### src/include/fsp_pkg.sv
// Package for the flash security and protection option block.
// Assumes a 32-bit AHB-Lite register bus and 8-bit option registers.
package fsp_pkg;
    // Register byte offsets on the bus.
    localparam logic [7:0] ADDR_OPTION = 8'h00;
    localparam logic [7:0] ADDR_CONFIG = 8'h04;
    localparam logic [7:0] ADDR_PROTECT = 8'h08;
    localparam logic [7:0] ADDR_STATUS = 8'h0C;
    localparam logic [7:0] ADDR_KEY_BASE = 8'h10;
    localparam logic [7:0] ADDR_KEY_LAST = 8'h2C;
    // Field positions.
    localparam int OPT_BACKDOOR_ENABLE_BIT = 7;
    localparam int OPT_NORED_BIT = 6;
    localparam int CFG_KEY_ACCESS_ENABLE_BIT = 5;
    localparam int PROT_DIS_BIT = 0;
    localparam int ST_SECURE_BIT = 0;
    localparam int ST_LOCKED_BIT = 1;
    localparam int ST_MATCH_BIT = 2;
    // Security code values.
    localparam logic [1:0] SEC_UNSECURED = 2'h2;
    localparam logic [1:0] SEC_RESET = 2'h3;
    // Reset values held until the nonvolatile bytes are copied in, or for the configuration until a bus write.
    localparam logic [7:0] OPTION_RESET = 8'h03;
    localparam logic [7:0] CONFIG_RESET = 8'h00;
    localparam logic [7:0] PROTECT_RESET = 8'hFF;
    // Flash geometry and key size.
    localparam int KEY_BYTES = 8;
    localparam int PROT_SEL_W = 7;
    localparam int FLASH_ADDR_W = 16;
    localparam int BLOCK_SHIFT = 9;
    // Bus encodings.
    localparam logic [1:0] HTRANS_NONSEQ = 2'h2;
    localparam logic HRESP_OKAY = 1'b0;
    localparam logic [23:0] HADDR_HIGH_ZERO = 24'h000000;
    // Load phase after reset release.
    typedef enum logic {
        FSP_LOAD,
        FSP_RUN
    } fsp_phase_t;
endpackage : fsp_pkg

### src/hdl/fsp_flash_options.sv
// Flash option, configuration and protection shadow registers.
// Assumes one AHB-Lite master, nonvolatile bytes stable at reset release,
// and side-band flags telling debug and secure-code accesses apart.
//
// Notes on behaviour
// - Option shadow loads from nonvolatile byte at reset.
// - Backdoor enable low blocks any key unlock.
// - Key writes only from secure firmware, not debug.
// - Eight ascending matching bytes unsecure until reset.
// - Option bit 6 disables vector redirection.
// - Only code 1:0 means unsecured.
// - Secure device blocks unsecured memory accesses.
// - Key match or blank check sets unsecured.
// - Key access selects command start or key write.
// - Protection shadow loads from nonvolatile byte.
// - Protection shadow reads anytime without side effects.
// - Enabled protection accepts only smaller select.
// - Disabled protection ignores application writes.
// - Debug writes may change every protection bit.
// - Select field sets unprotected end address.
// - Program or erase refused in protected block.
// - Disable bit one means nothing protected.
// - Clearing key access triggers the key compare.
// - Each register is eight bits wide.
//
// The AHB-Lite slave port and the address map were decided locally.
`timescale 1ns/1ps
`default_nettype none
module fsp_flash_options #(
    parameter int KEY_N = fsp_pkg::KEY_BYTES
) (
    input wire logic hclk,
    input wire logic hresetn,
    input wire logic hsel,
    input wire logic [31:0] haddr,
    input wire logic [1:0] htrans,
    input wire logic hwrite,
    input wire logic [2:0] hsize,
    input wire logic [31:0] hwdata,
    input wire logic hready,
    output logic [31:0] hrdata,
    output logic hreadyout,
    output logic hresp,
    input wire logic bus_from_debug,
    input wire logic bus_from_secure_code,
    input wire logic [7:0] nv_option_byte,
    input wire logic [7:0] nv_protect_byte,
    input wire logic [8*KEY_N-1:0] nv_backdoor_key,
    input wire logic blank_check_pass,
    input wire logic mem_req,
    input wire logic mem_req_unsecured,
    output logic mem_blocked,
    input wire logic pe_req,
    input wire logic [fsp_pkg::FLASH_ADDR_W-1:0] pe_addr,
    output logic pe_granted,
    output logic pe_refused,
    output logic cmd_start,
    output logic secure,
    output logic vector_redirect_disable,
    output logic protect_enable
);
    localparam int IDX_W = $clog2(KEY_N);

    fsp_pkg::fsp_phase_t phase_reg;
    logic [7:0] option_shadow_reg;
    logic [7:0] protect_shadow_reg;
    logic key_access_enable_reg;
    logic [1:0] security_code_reg;
    logic key_locked_reg;

    logic dp_valid_reg;
    logic dp_write_reg;
    logic dp_hit_reg;
    logic [7:0] dp_addr_reg;
    logic dp_debug_reg;
    logic dp_secure_reg;
    logic rd_pend_reg;
    logic [31:0] hrdata_reg;
    logic hreadyout_reg;

    logic mem_blocked_reg;
    logic pe_granted_reg;
    logic pe_refused_reg;
    logic cmd_start_reg;
    logic secure_reg;
    logic redirect_off_reg;
    logic protect_enable_reg;

    logic addr_take;
    logic wr_now;
    logic wr_option;
    logic wr_config;
    logic wr_protect;
    logic is_key;
    logic [7:0] key_off;
    logic [IDX_W-1:0] key_idx;
    logic key_wr;
    logic key_trigger;
    logic key_clear;
    logic key_match;
    logic backdoor_enable;
    logic secure_now;
    logic [fsp_pkg::PROT_SEL_W-1:0] protect_select;
    logic protect_disable;
    logic prot_hit;
    logic [31:0] rd_mux;

    // Address phase is taken only when the previous transfer completes.
    assign addr_take = hsel && hready && htrans[1];
    assign wr_now = dp_valid_reg && dp_write_reg && dp_hit_reg;
    assign wr_option = wr_now && dp_addr_reg == fsp_pkg::ADDR_OPTION;
    assign wr_config = wr_now && dp_addr_reg == fsp_pkg::ADDR_CONFIG;
    assign wr_protect = wr_now && dp_addr_reg == fsp_pkg::ADDR_PROTECT;
    assign is_key = dp_addr_reg >= fsp_pkg::ADDR_KEY_BASE
        && dp_addr_reg <= fsp_pkg::ADDR_KEY_LAST
        && dp_addr_reg[1:0] == 2'h0;
    assign key_off = dp_addr_reg - fsp_pkg::ADDR_KEY_BASE;
    assign key_idx = key_off[IDX_W+1:2];

    assign backdoor_enable = option_shadow_reg[fsp_pkg::OPT_BACKDOOR_ENABLE_BIT];
    assign secure_now = security_code_reg != fsp_pkg::SEC_UNSECURED;
    assign protect_select = protect_shadow_reg[7:1];
    assign protect_disable = protect_shadow_reg[fsp_pkg::PROT_DIS_BIT];

    assign key_wr = wr_now && is_key && key_access_enable_reg
        && !dp_debug_reg && dp_secure_reg;
    assign key_trigger = wr_config && key_access_enable_reg
        && !hwdata[fsp_pkg::CFG_KEY_ACCESS_ENABLE_BIT];
    // A fresh attempt starts when key access is switched on.
    assign key_clear = key_trigger || (wr_config && !key_access_enable_reg
        && hwdata[fsp_pkg::CFG_KEY_ACCESS_ENABLE_BIT]);

    fsp_key_check #(
        .N_BYTES(KEY_N)
    ) u_key_check (
        .hclk(hclk),
        .hresetn(hresetn),
        .clear(key_clear),
        .wr(key_wr),
        .idx(key_idx),
        .data(hwdata[7:0]),
        .key(nv_backdoor_key),
        .match(key_match)
    );

    fsp_prot_range #(
        .ADDR_W(fsp_pkg::FLASH_ADDR_W),
        .SEL_W(fsp_pkg::PROT_SEL_W),
        .SHIFT(fsp_pkg::BLOCK_SHIFT)
    ) u_prot_range (
        .enable(!protect_disable),
        .sel(protect_select),
        .addr(pe_addr),
        .hit(prot_hit)
    );

    // The nonvolatile bytes are caught one edge after reset release,
    // since an asynchronous reset may only load constants.
    always_ff @(posedge hclk or negedge hresetn) begin
        if (!hresetn) begin
            phase_reg <= fsp_pkg::FSP_LOAD;
        end else begin
            case (phase_reg)
                fsp_pkg::FSP_LOAD: phase_reg <= fsp_pkg::FSP_RUN;
                fsp_pkg::FSP_RUN: phase_reg <= fsp_pkg::FSP_RUN;
                default: phase_reg <= fsp_pkg::FSP_LOAD;
            endcase
        end
    end

    // option copy
    // The shadow is read-only; writes to it are dropped, so only a reset
    // brings in a reprogrammed option byte.
    always_ff @(posedge hclk or negedge hresetn) begin
        if (!hresetn) begin
            option_shadow_reg <= fsp_pkg::OPTION_RESET;
        end else if (phase_reg == fsp_pkg::FSP_LOAD) begin
            option_shadow_reg <= nv_option_byte;
        end
    end

    // unsecure events
    // The live code starts from the option byte; a key match or a blank
    // flash unsecures it, and nothing re-secures it before reset.
    always_ff @(posedge hclk or negedge hresetn) begin
        if (!hresetn) begin
            security_code_reg <= fsp_pkg::SEC_RESET;
        end else if (phase_reg == fsp_pkg::FSP_LOAD) begin
            security_code_reg <= nv_option_byte[1:0];
        end else if (blank_check_pass) begin
            security_code_reg <= fsp_pkg::SEC_UNSECURED;
        end else if (key_trigger && backdoor_enable && !key_locked_reg
                && key_match) begin
            security_code_reg <= fsp_pkg::SEC_UNSECURED;
        end
    end

    always_ff @(posedge hclk or negedge hresetn) begin
        if (!hresetn) begin
            key_locked_reg <= 1'b0;
        end else if (key_trigger && backdoor_enable && !key_match) begin
            key_locked_reg <= 1'b1;
        end
    end

    // Only the key access bit of the configuration register is held.
    always_ff @(posedge hclk or negedge hresetn) begin
        if (!hresetn) begin
            key_access_enable_reg <= fsp_pkg::CONFIG_RESET[5];
        end else if (wr_config) begin
            key_access_enable_reg <= hwdata[fsp_pkg::CFG_KEY_ACCESS_ENABLE_BIT];
        end
    end

    // protect copy
    // Application writes can only shrink the select field; a debug write
    // is trusted and may rewrite the whole byte.
    always_ff @(posedge hclk or negedge hresetn) begin
        if (!hresetn) begin
            protect_shadow_reg <= fsp_pkg::PROTECT_RESET;
        end else if (phase_reg == fsp_pkg::FSP_LOAD) begin
            protect_shadow_reg <= nv_protect_byte;
        end else if (wr_protect) begin
            if (dp_debug_reg) begin
                protect_shadow_reg <= hwdata[7:0];
            end else if (!protect_disable
                    && hwdata[7:1] < protect_select) begin
                protect_shadow_reg[7:1] <= hwdata[7:1];
            end
        end
    end

    // Address phase capture; only a word decode below 256 bytes hits.
    always_ff @(posedge hclk or negedge hresetn) begin
        if (!hresetn) begin
            dp_valid_reg <= 1'b0;
            dp_write_reg <= 1'b0;
            dp_hit_reg <= 1'b0;
            dp_addr_reg <= 8'h00;
            dp_debug_reg <= 1'b0;
            dp_secure_reg <= 1'b0;
        end else if (hready) begin
            dp_valid_reg <= addr_take;
            dp_write_reg <= hwrite;
            dp_hit_reg <= haddr[31:8] == fsp_pkg::HADDR_HIGH_ZERO;
            dp_addr_reg <= haddr[7:0];
            dp_debug_reg <= bus_from_debug;
            dp_secure_reg <= bus_from_secure_code;
        end
    end

    // plain readback
    // Reserved bits read as zero; reads change no state.
    always_comb begin
        rd_mux = 32'h00000000;
        if (dp_hit_reg) begin
            case (dp_addr_reg)
                fsp_pkg::ADDR_OPTION: begin
                    rd_mux[7:6] = option_shadow_reg[7:6];
                    rd_mux[1:0] = security_code_reg;
                end
                fsp_pkg::ADDR_CONFIG: begin
                    rd_mux[fsp_pkg::CFG_KEY_ACCESS_ENABLE_BIT] =
                        key_access_enable_reg;
                end
                fsp_pkg::ADDR_PROTECT: rd_mux[7:0] = protect_shadow_reg;
                fsp_pkg::ADDR_STATUS: begin
                    rd_mux[fsp_pkg::ST_SECURE_BIT] = secure_now;
                    rd_mux[fsp_pkg::ST_LOCKED_BIT] = key_locked_reg;
                    rd_mux[fsp_pkg::ST_MATCH_BIT] = key_match;
                end
                default: rd_mux = 32'h00000000;
            endcase
        end
    end

    // Reads take one wait state so read data comes from a flip-flop and
    // already reflects a write finished in the cycle before.
    always_ff @(posedge hclk or negedge hresetn) begin
        if (!hresetn) begin
            rd_pend_reg <= 1'b0;
            hreadyout_reg <= 1'b1;
            hrdata_reg <= 32'h00000000;
        end else if (addr_take && !hwrite) begin
            rd_pend_reg <= 1'b1;
            hreadyout_reg <= 1'b0;
        end else if (rd_pend_reg) begin
            rd_pend_reg <= 1'b0;
            hreadyout_reg <= 1'b1;
            hrdata_reg <= rd_mux;
        end
    end

    // command start
    // With key access off, a key-location write is a flash command start.
    always_ff @(posedge hclk or negedge hresetn) begin
        if (!hresetn) begin
            cmd_start_reg <= 1'b0;
        end else begin
            cmd_start_reg <= wr_now && is_key && !key_access_enable_reg;
        end
    end

    always_ff @(posedge hclk or negedge hresetn) begin
        if (!hresetn) begin
            mem_blocked_reg <= 1'b0;
        end else begin
            mem_blocked_reg <= mem_req && mem_req_unsecured && secure_now;
        end
    end

    always_ff @(posedge hclk or negedge hresetn) begin
        if (!hresetn) begin
            pe_granted_reg <= 1'b0;
            pe_refused_reg <= 1'b0;
        end else begin
            pe_granted_reg <= pe_req && !prot_hit;
            pe_refused_reg <= pe_req && prot_hit;
        end
    end

    // redirect control
    // Level outputs are registered copies of the live state.
    always_ff @(posedge hclk or negedge hresetn) begin
        if (!hresetn) begin
            secure_reg <= 1'b1;
            redirect_off_reg <= 1'b0;
            protect_enable_reg <= 1'b0;
        end else begin
            secure_reg <= secure_now;
            redirect_off_reg <= option_shadow_reg[fsp_pkg::OPT_NORED_BIT];
            protect_enable_reg <= !protect_disable;
        end
    end

    assign hrdata = hrdata_reg;
    assign hreadyout = hreadyout_reg;
    assign hresp = fsp_pkg::HRESP_OKAY;
    assign mem_blocked = mem_blocked_reg;
    assign pe_granted = pe_granted_reg;
    assign pe_refused = pe_refused_reg;
    assign cmd_start = cmd_start_reg;
    assign secure = secure_reg;
    assign vector_redirect_disable = redirect_off_reg;
    assign protect_enable = protect_enable_reg;
endmodule : fsp_flash_options
`default_nettype wire

### src/hdl/fsp_key_check.sv
// Collects backdoor key bytes in ascending order and compares them.
// Assumes the caller qualifies each write and clears it before a try.
`timescale 1ns/1ps
`default_nettype none
module fsp_key_check #(
    parameter int N_BYTES = 8
) (
    input wire logic hclk,
    input wire logic hresetn,
    input wire logic clear,
    input wire logic wr,
    input wire logic [$clog2(N_BYTES)-1:0] idx,
    input wire logic [7:0] data,
    input wire logic [8*N_BYTES-1:0] key,
    output logic match
);
    logic [$clog2(N_BYTES):0] count_reg;
    logic bad_reg;

    // An out-of-order or wrong byte spoils the whole attempt.
    always_ff @(posedge hclk or negedge hresetn) begin
        if (!hresetn) begin
            count_reg <= '0;
            bad_reg <= 1'b0;
        end else if (clear) begin
            count_reg <= '0;
            bad_reg <= 1'b0;
        end else if (wr) begin
            if (count_reg < ($clog2(N_BYTES)+1)'(N_BYTES)
                    && {1'b0, idx} == count_reg
                    && data == key[8*idx +: 8]) begin
                count_reg <= count_reg + 1'b1;
            end else begin
                bad_reg <= 1'b1;
            end
        end
    end

    // Match only after every byte arrived once and in order.
    assign match = !bad_reg
        && count_reg == ($clog2(N_BYTES)+1)'(N_BYTES);
endmodule : fsp_key_check
`default_nettype wire

### src/hdl/fsp_prot_range.sv
// Decides whether a flash address lies in the protected top block.
// Assumes whole blocks of 2**SHIFT bytes at the high address end.
`timescale 1ns/1ps
`default_nettype none
module fsp_prot_range #(
    parameter int ADDR_W = 16,
    parameter int SEL_W = 7,
    parameter int SHIFT = 9
) (
    input wire logic enable,
    input wire logic [SEL_W-1:0] sel,
    input wire logic [ADDR_W-1:0] addr,
    output logic hit
);
    logic [ADDR_W-1:0] last_free;

    // The select field names the last unprotected block.
    assign last_free = ADDR_W'({sel, {SHIFT{1'b1}}});
    assign hit = enable && (addr > last_free);
endmodule : fsp_prot_range
`default_nettype wire

### config.mk
export PLATFORM = sky130hd
export DESIGN_NAME = fsp_flash_options
export DESIGN_NICKNAME = d
export VERILOG_FILES = /design/src/include/fsp_pkg.sv /design/src/hdl/fsp_flash_options.sv /design/src/hdl/fsp_key_check.sv /design/src/hdl/fsp_prot_range.sv
export SDC_FILE = /design/constraint.sdc
export NUM_CORES = 1
export LEC_CHECK = 0
export BUFFER_PORTS_ARGS = -buffer_cell sky130_fd_sc_hd__buf_2
export CAP_MARGIN = 5
export CORE_UTILIZATION = 35
export DETAILED_ROUTE_END_ITERATION = 6
export PLACE_DENSITY = 0.75
export SYNTH_ARGS = -nofsm -noshare
export SYNTH_HDL_FRONTEND = slang
export SYNTH_HIERARCHICAL = 1
export SYNTH_SLANG_ARGS = --single-unit
export TNS_END_PERCENT = 1
### constraint.sdc
create_clock -name hclk -period 2.9 [get_ports hclk]
set_input_delay 0.58 -clock hclk [delete_from_list [all_inputs] [get_ports hclk]]
set_output_delay 0.58 -clock hclk [all_outputs]
set_load 0.005 [all_outputs]
==> impl_metrics.py <==
metrics = {
    "run_status": {
        "status": "completed",
    },
    "sta": {
        "rsz0062_at_grt": "false",
        "slew_violations": 0,
        "setup_viol": 0,
        "slew_headroom": 0.377,
        "max_slew.worst_pin.slew_ps": 935,
        "skew_ps": 11.3,
        "fin_crit_sh": 0.927,
        "hold_viol_final": 0,
        "tns_ps": 0,
        "final.min_clock_period_ps": 2690,
        "fmax_ghz": 0.372,
    },
    "clock_tree": {
        "clockRootBuffer": "clkbuf_8",
        "cts_setup_buffers": 0,
        "cts_resized": 0,
        "ctsLongestPathBuffers": 2,
        "h-tree-depth": 2,
        "clock_latency_ps": 310,
        "cts_hold_buf": 0,
        "cts_buffers": 5,
        "path_clk_slew_ps": 100,
        "clkSinkCount": 50,
        "tritoncts": "done",
    },
    "power_and_ir_drop": {
        "power.density_mw_per_mm2": 398,
        "ir_worst_vdd_mv": 0.202,
        "finalPower_uw": 1800,
        "p_leak_uw": 0.00236,
    },
    "final_layout": {
        "drive_above_1_share": 0.459,
        "finalInstanceArea_mm2": 0.00451,
        "antenna_cells": 0,
        "syn_to_final_growth_pct": 27.7,
        "final_nets": 669,
    },
    "logic_synthesis": {
        "synth_area_leaders": "dfrtp_1 (27%), mux2i_1 (11%), dfstp_2 (8.9%)",
        "synth-async-reset-ratio": 1.00,
        "syn_avg_cell_area_um2": 11.2,
        "synth_compound_area_frac": 0.0840,
        "synth-simple-area-share": 0.120,
        "post-synth-top-count-cell": "mux2i_1",
        "synth_top_family_by_area": "multiplexers",
        "synthMuxAreaShare": 0.249,
        "synth_common_cells": "mux2i_1 (39), dfrtp_1 (38), buf_4 (26), inv_1 (24), mux2_2 (16)",
        "synth-seq-cells": 50,
        "ys.flop_type": "dfrtp_1",
        "synth_largest_area_cell": "dfrtp_1",
        "yosysTopAreaCellShare": 0.269,
        "synth_edf_count": 0,
        "synth-xor-area-share": 0.0322,
        "yosysSeqAreaShare": 0.358,
        "yosys.area_share.adder": 0.0531,
        "yosysWarnings": 6,
        "synth_area_mm2": 0.00353,
        "synthCells": 316,
        "yosysUniqueCellTypes": 59,
    },
    "critical_path": {
        "cp_cell_sequence": "buf_4 > mux4_1 > xor2_1 > nand4_2 > nor4b_4 > mux2_4",
        "end_kind": "flip-flop",
        "start_kind": "flip-flop",
        "cp_top_family": "multiplexers",
        "path_buf_inv": 1,
        "r2r_start": "dp_addr_reg[3]",
        "worstPathRequired_ps": 3090,
        "critPathArrivalTime_ps": 2880,
        "cp_slowest_cell": "mux4_1",
        "crit_path_max_fanout": 13,
        "r2r_setup_slack_ps": 210,
        "path_class": "flip-flop to flip-flop",
        "r2r-end": "u_key_check/count_reg[0]",
        "r2r_cells": 6,
        "max_stage_delay_ps": 630,
    },
    "die": {
        "row_count": 36,
        "io_pins": 217,
        "core_mm2": 0.00977,
        "dieArea_mm2": 0.0105,
        "die_x_um": 102,
        "die_h_um": 102,
        "start_util": 0.361,
    },
    "placement": {
        "hpwl_um": 7580,
        "io_buffers": 159,
        "gp_congestion": 0.833,
        "dpl_cell_area_mm2": 0.00440,
    },
    "routing": {
        "drt_first_iter_violations": 68,
        "drtAntennaViolNets": 0,
        "drc": 0,
        "routed_via_density": 4.87,
        "totalWireLength_um": 8950,
        "vias": 2978,
        "wl_per_cell_um": 14.6,
        "firstDrtPassIters": 7,
    },
    "global_route": {
        "track_usage": 0.177,
        "grt_max_degree": 44,
        "antenna_found_initial": 0,
        "grt_pass1_vias": 3028,
        "grt_pass1_wl_um": 14100,
        "grt-ovfl-total": 0,
    },
    "run": {
        "max-cap-violations": 0,
    },
    "worst_hold_path": {
        "hold_class": "input pin to asynchronous set/reset pin",
    },
}
[kinds of logic after synthesis]
family / after synthesis
AO/OA/AOI/OAI: 37
XOR/XNOR: 13
adder cells (fa/ha/maj): 15
buffers and inverters: 61
flip-flops: 50
multiplexers: 68
other: 2
AND/OR/NAND/NOR: 70
[per-stage QoR]
stage | worst slack [ps] | hold WS (ps) | instances | utilization
2_1_floorplan | 471 | 284 | 340 | -
3_3_place_gp | 288 | 390 | 604 | 0.450
3_5_place_dp | 225 | 392 | 604 | 0.450
5_1_grt | 71.7 | 433 | 612 | 0.461
4_1_cts | 194 | 415 | 612 | 0.461
6_report | 211 | 401 | 612 | 0.461
[area by class of cell]
cell class	count	area, µm²
Fill cell	935	5260
Multi-Input combinational cell	229	2000
Sequential cell	50	1270
Timing Repair Buffer	168	876
Tap cell	133	166
Inverter	24	90.1
Clock buffer	5	68.8
Clock inverter	3	43.8
[placed cells by master, fill, tap and decap left out, drive strengths merged, types with 12 or more instances in the layout]
cell   count
buf      168
mux2i     39
dfrtp     38
conb      26
inv       25
mux2      18
ha        15
nand2     14
nor2      12
dfstp     12
[power breakdown]
part / internal (µW) / switching (µW)
clock network: 259 / 246
registers: 760 / 39.9
logic: 255 / 237
[worst max path at each step]
stage / slack, ps / endpoint / startpoint / cells after the start
floorplan: 470 / u_key_check/count_reg[0] / dp_addr_reg[4] / 8
global placement: 290 / u_key_check/count_reg[0] / dp_addr_reg[3] / 6
detailed placement: 220 / u_key_check/count_reg[0] / dp_addr_reg[3] / 6
CTS: 190 / u_key_check/count_reg[0] / dp_addr_reg[3] / 6
global route: 70 / u_key_check/count_reg[0] / dp_addr_reg[3] / 6
finish: 210 / u_key_check/count_reg[0] / dp_addr_reg[3] / 6
[metal layers]
metal	wire [µm]	part of all wire	global-route usage	vias to the layer above
met5	0	0	0	-
met2	4550	0.51	0.328	150
met4	76	0.0085	0.0374	0
li1	-	-	-	1435
met3	598	0.067	0.0397	6
met1	3720	0.42	0.206	1387
[worst register-to-register path, cell delays in order (launching register included)]
cell     delay, ps
dfrtp_1        530
buf_4          290
mux4_1         630
xor2_1         180
nand4_2        180
nor4b_4        420
mux2_4         340
No activity file was read; power rests on OpenSTA's default activity.
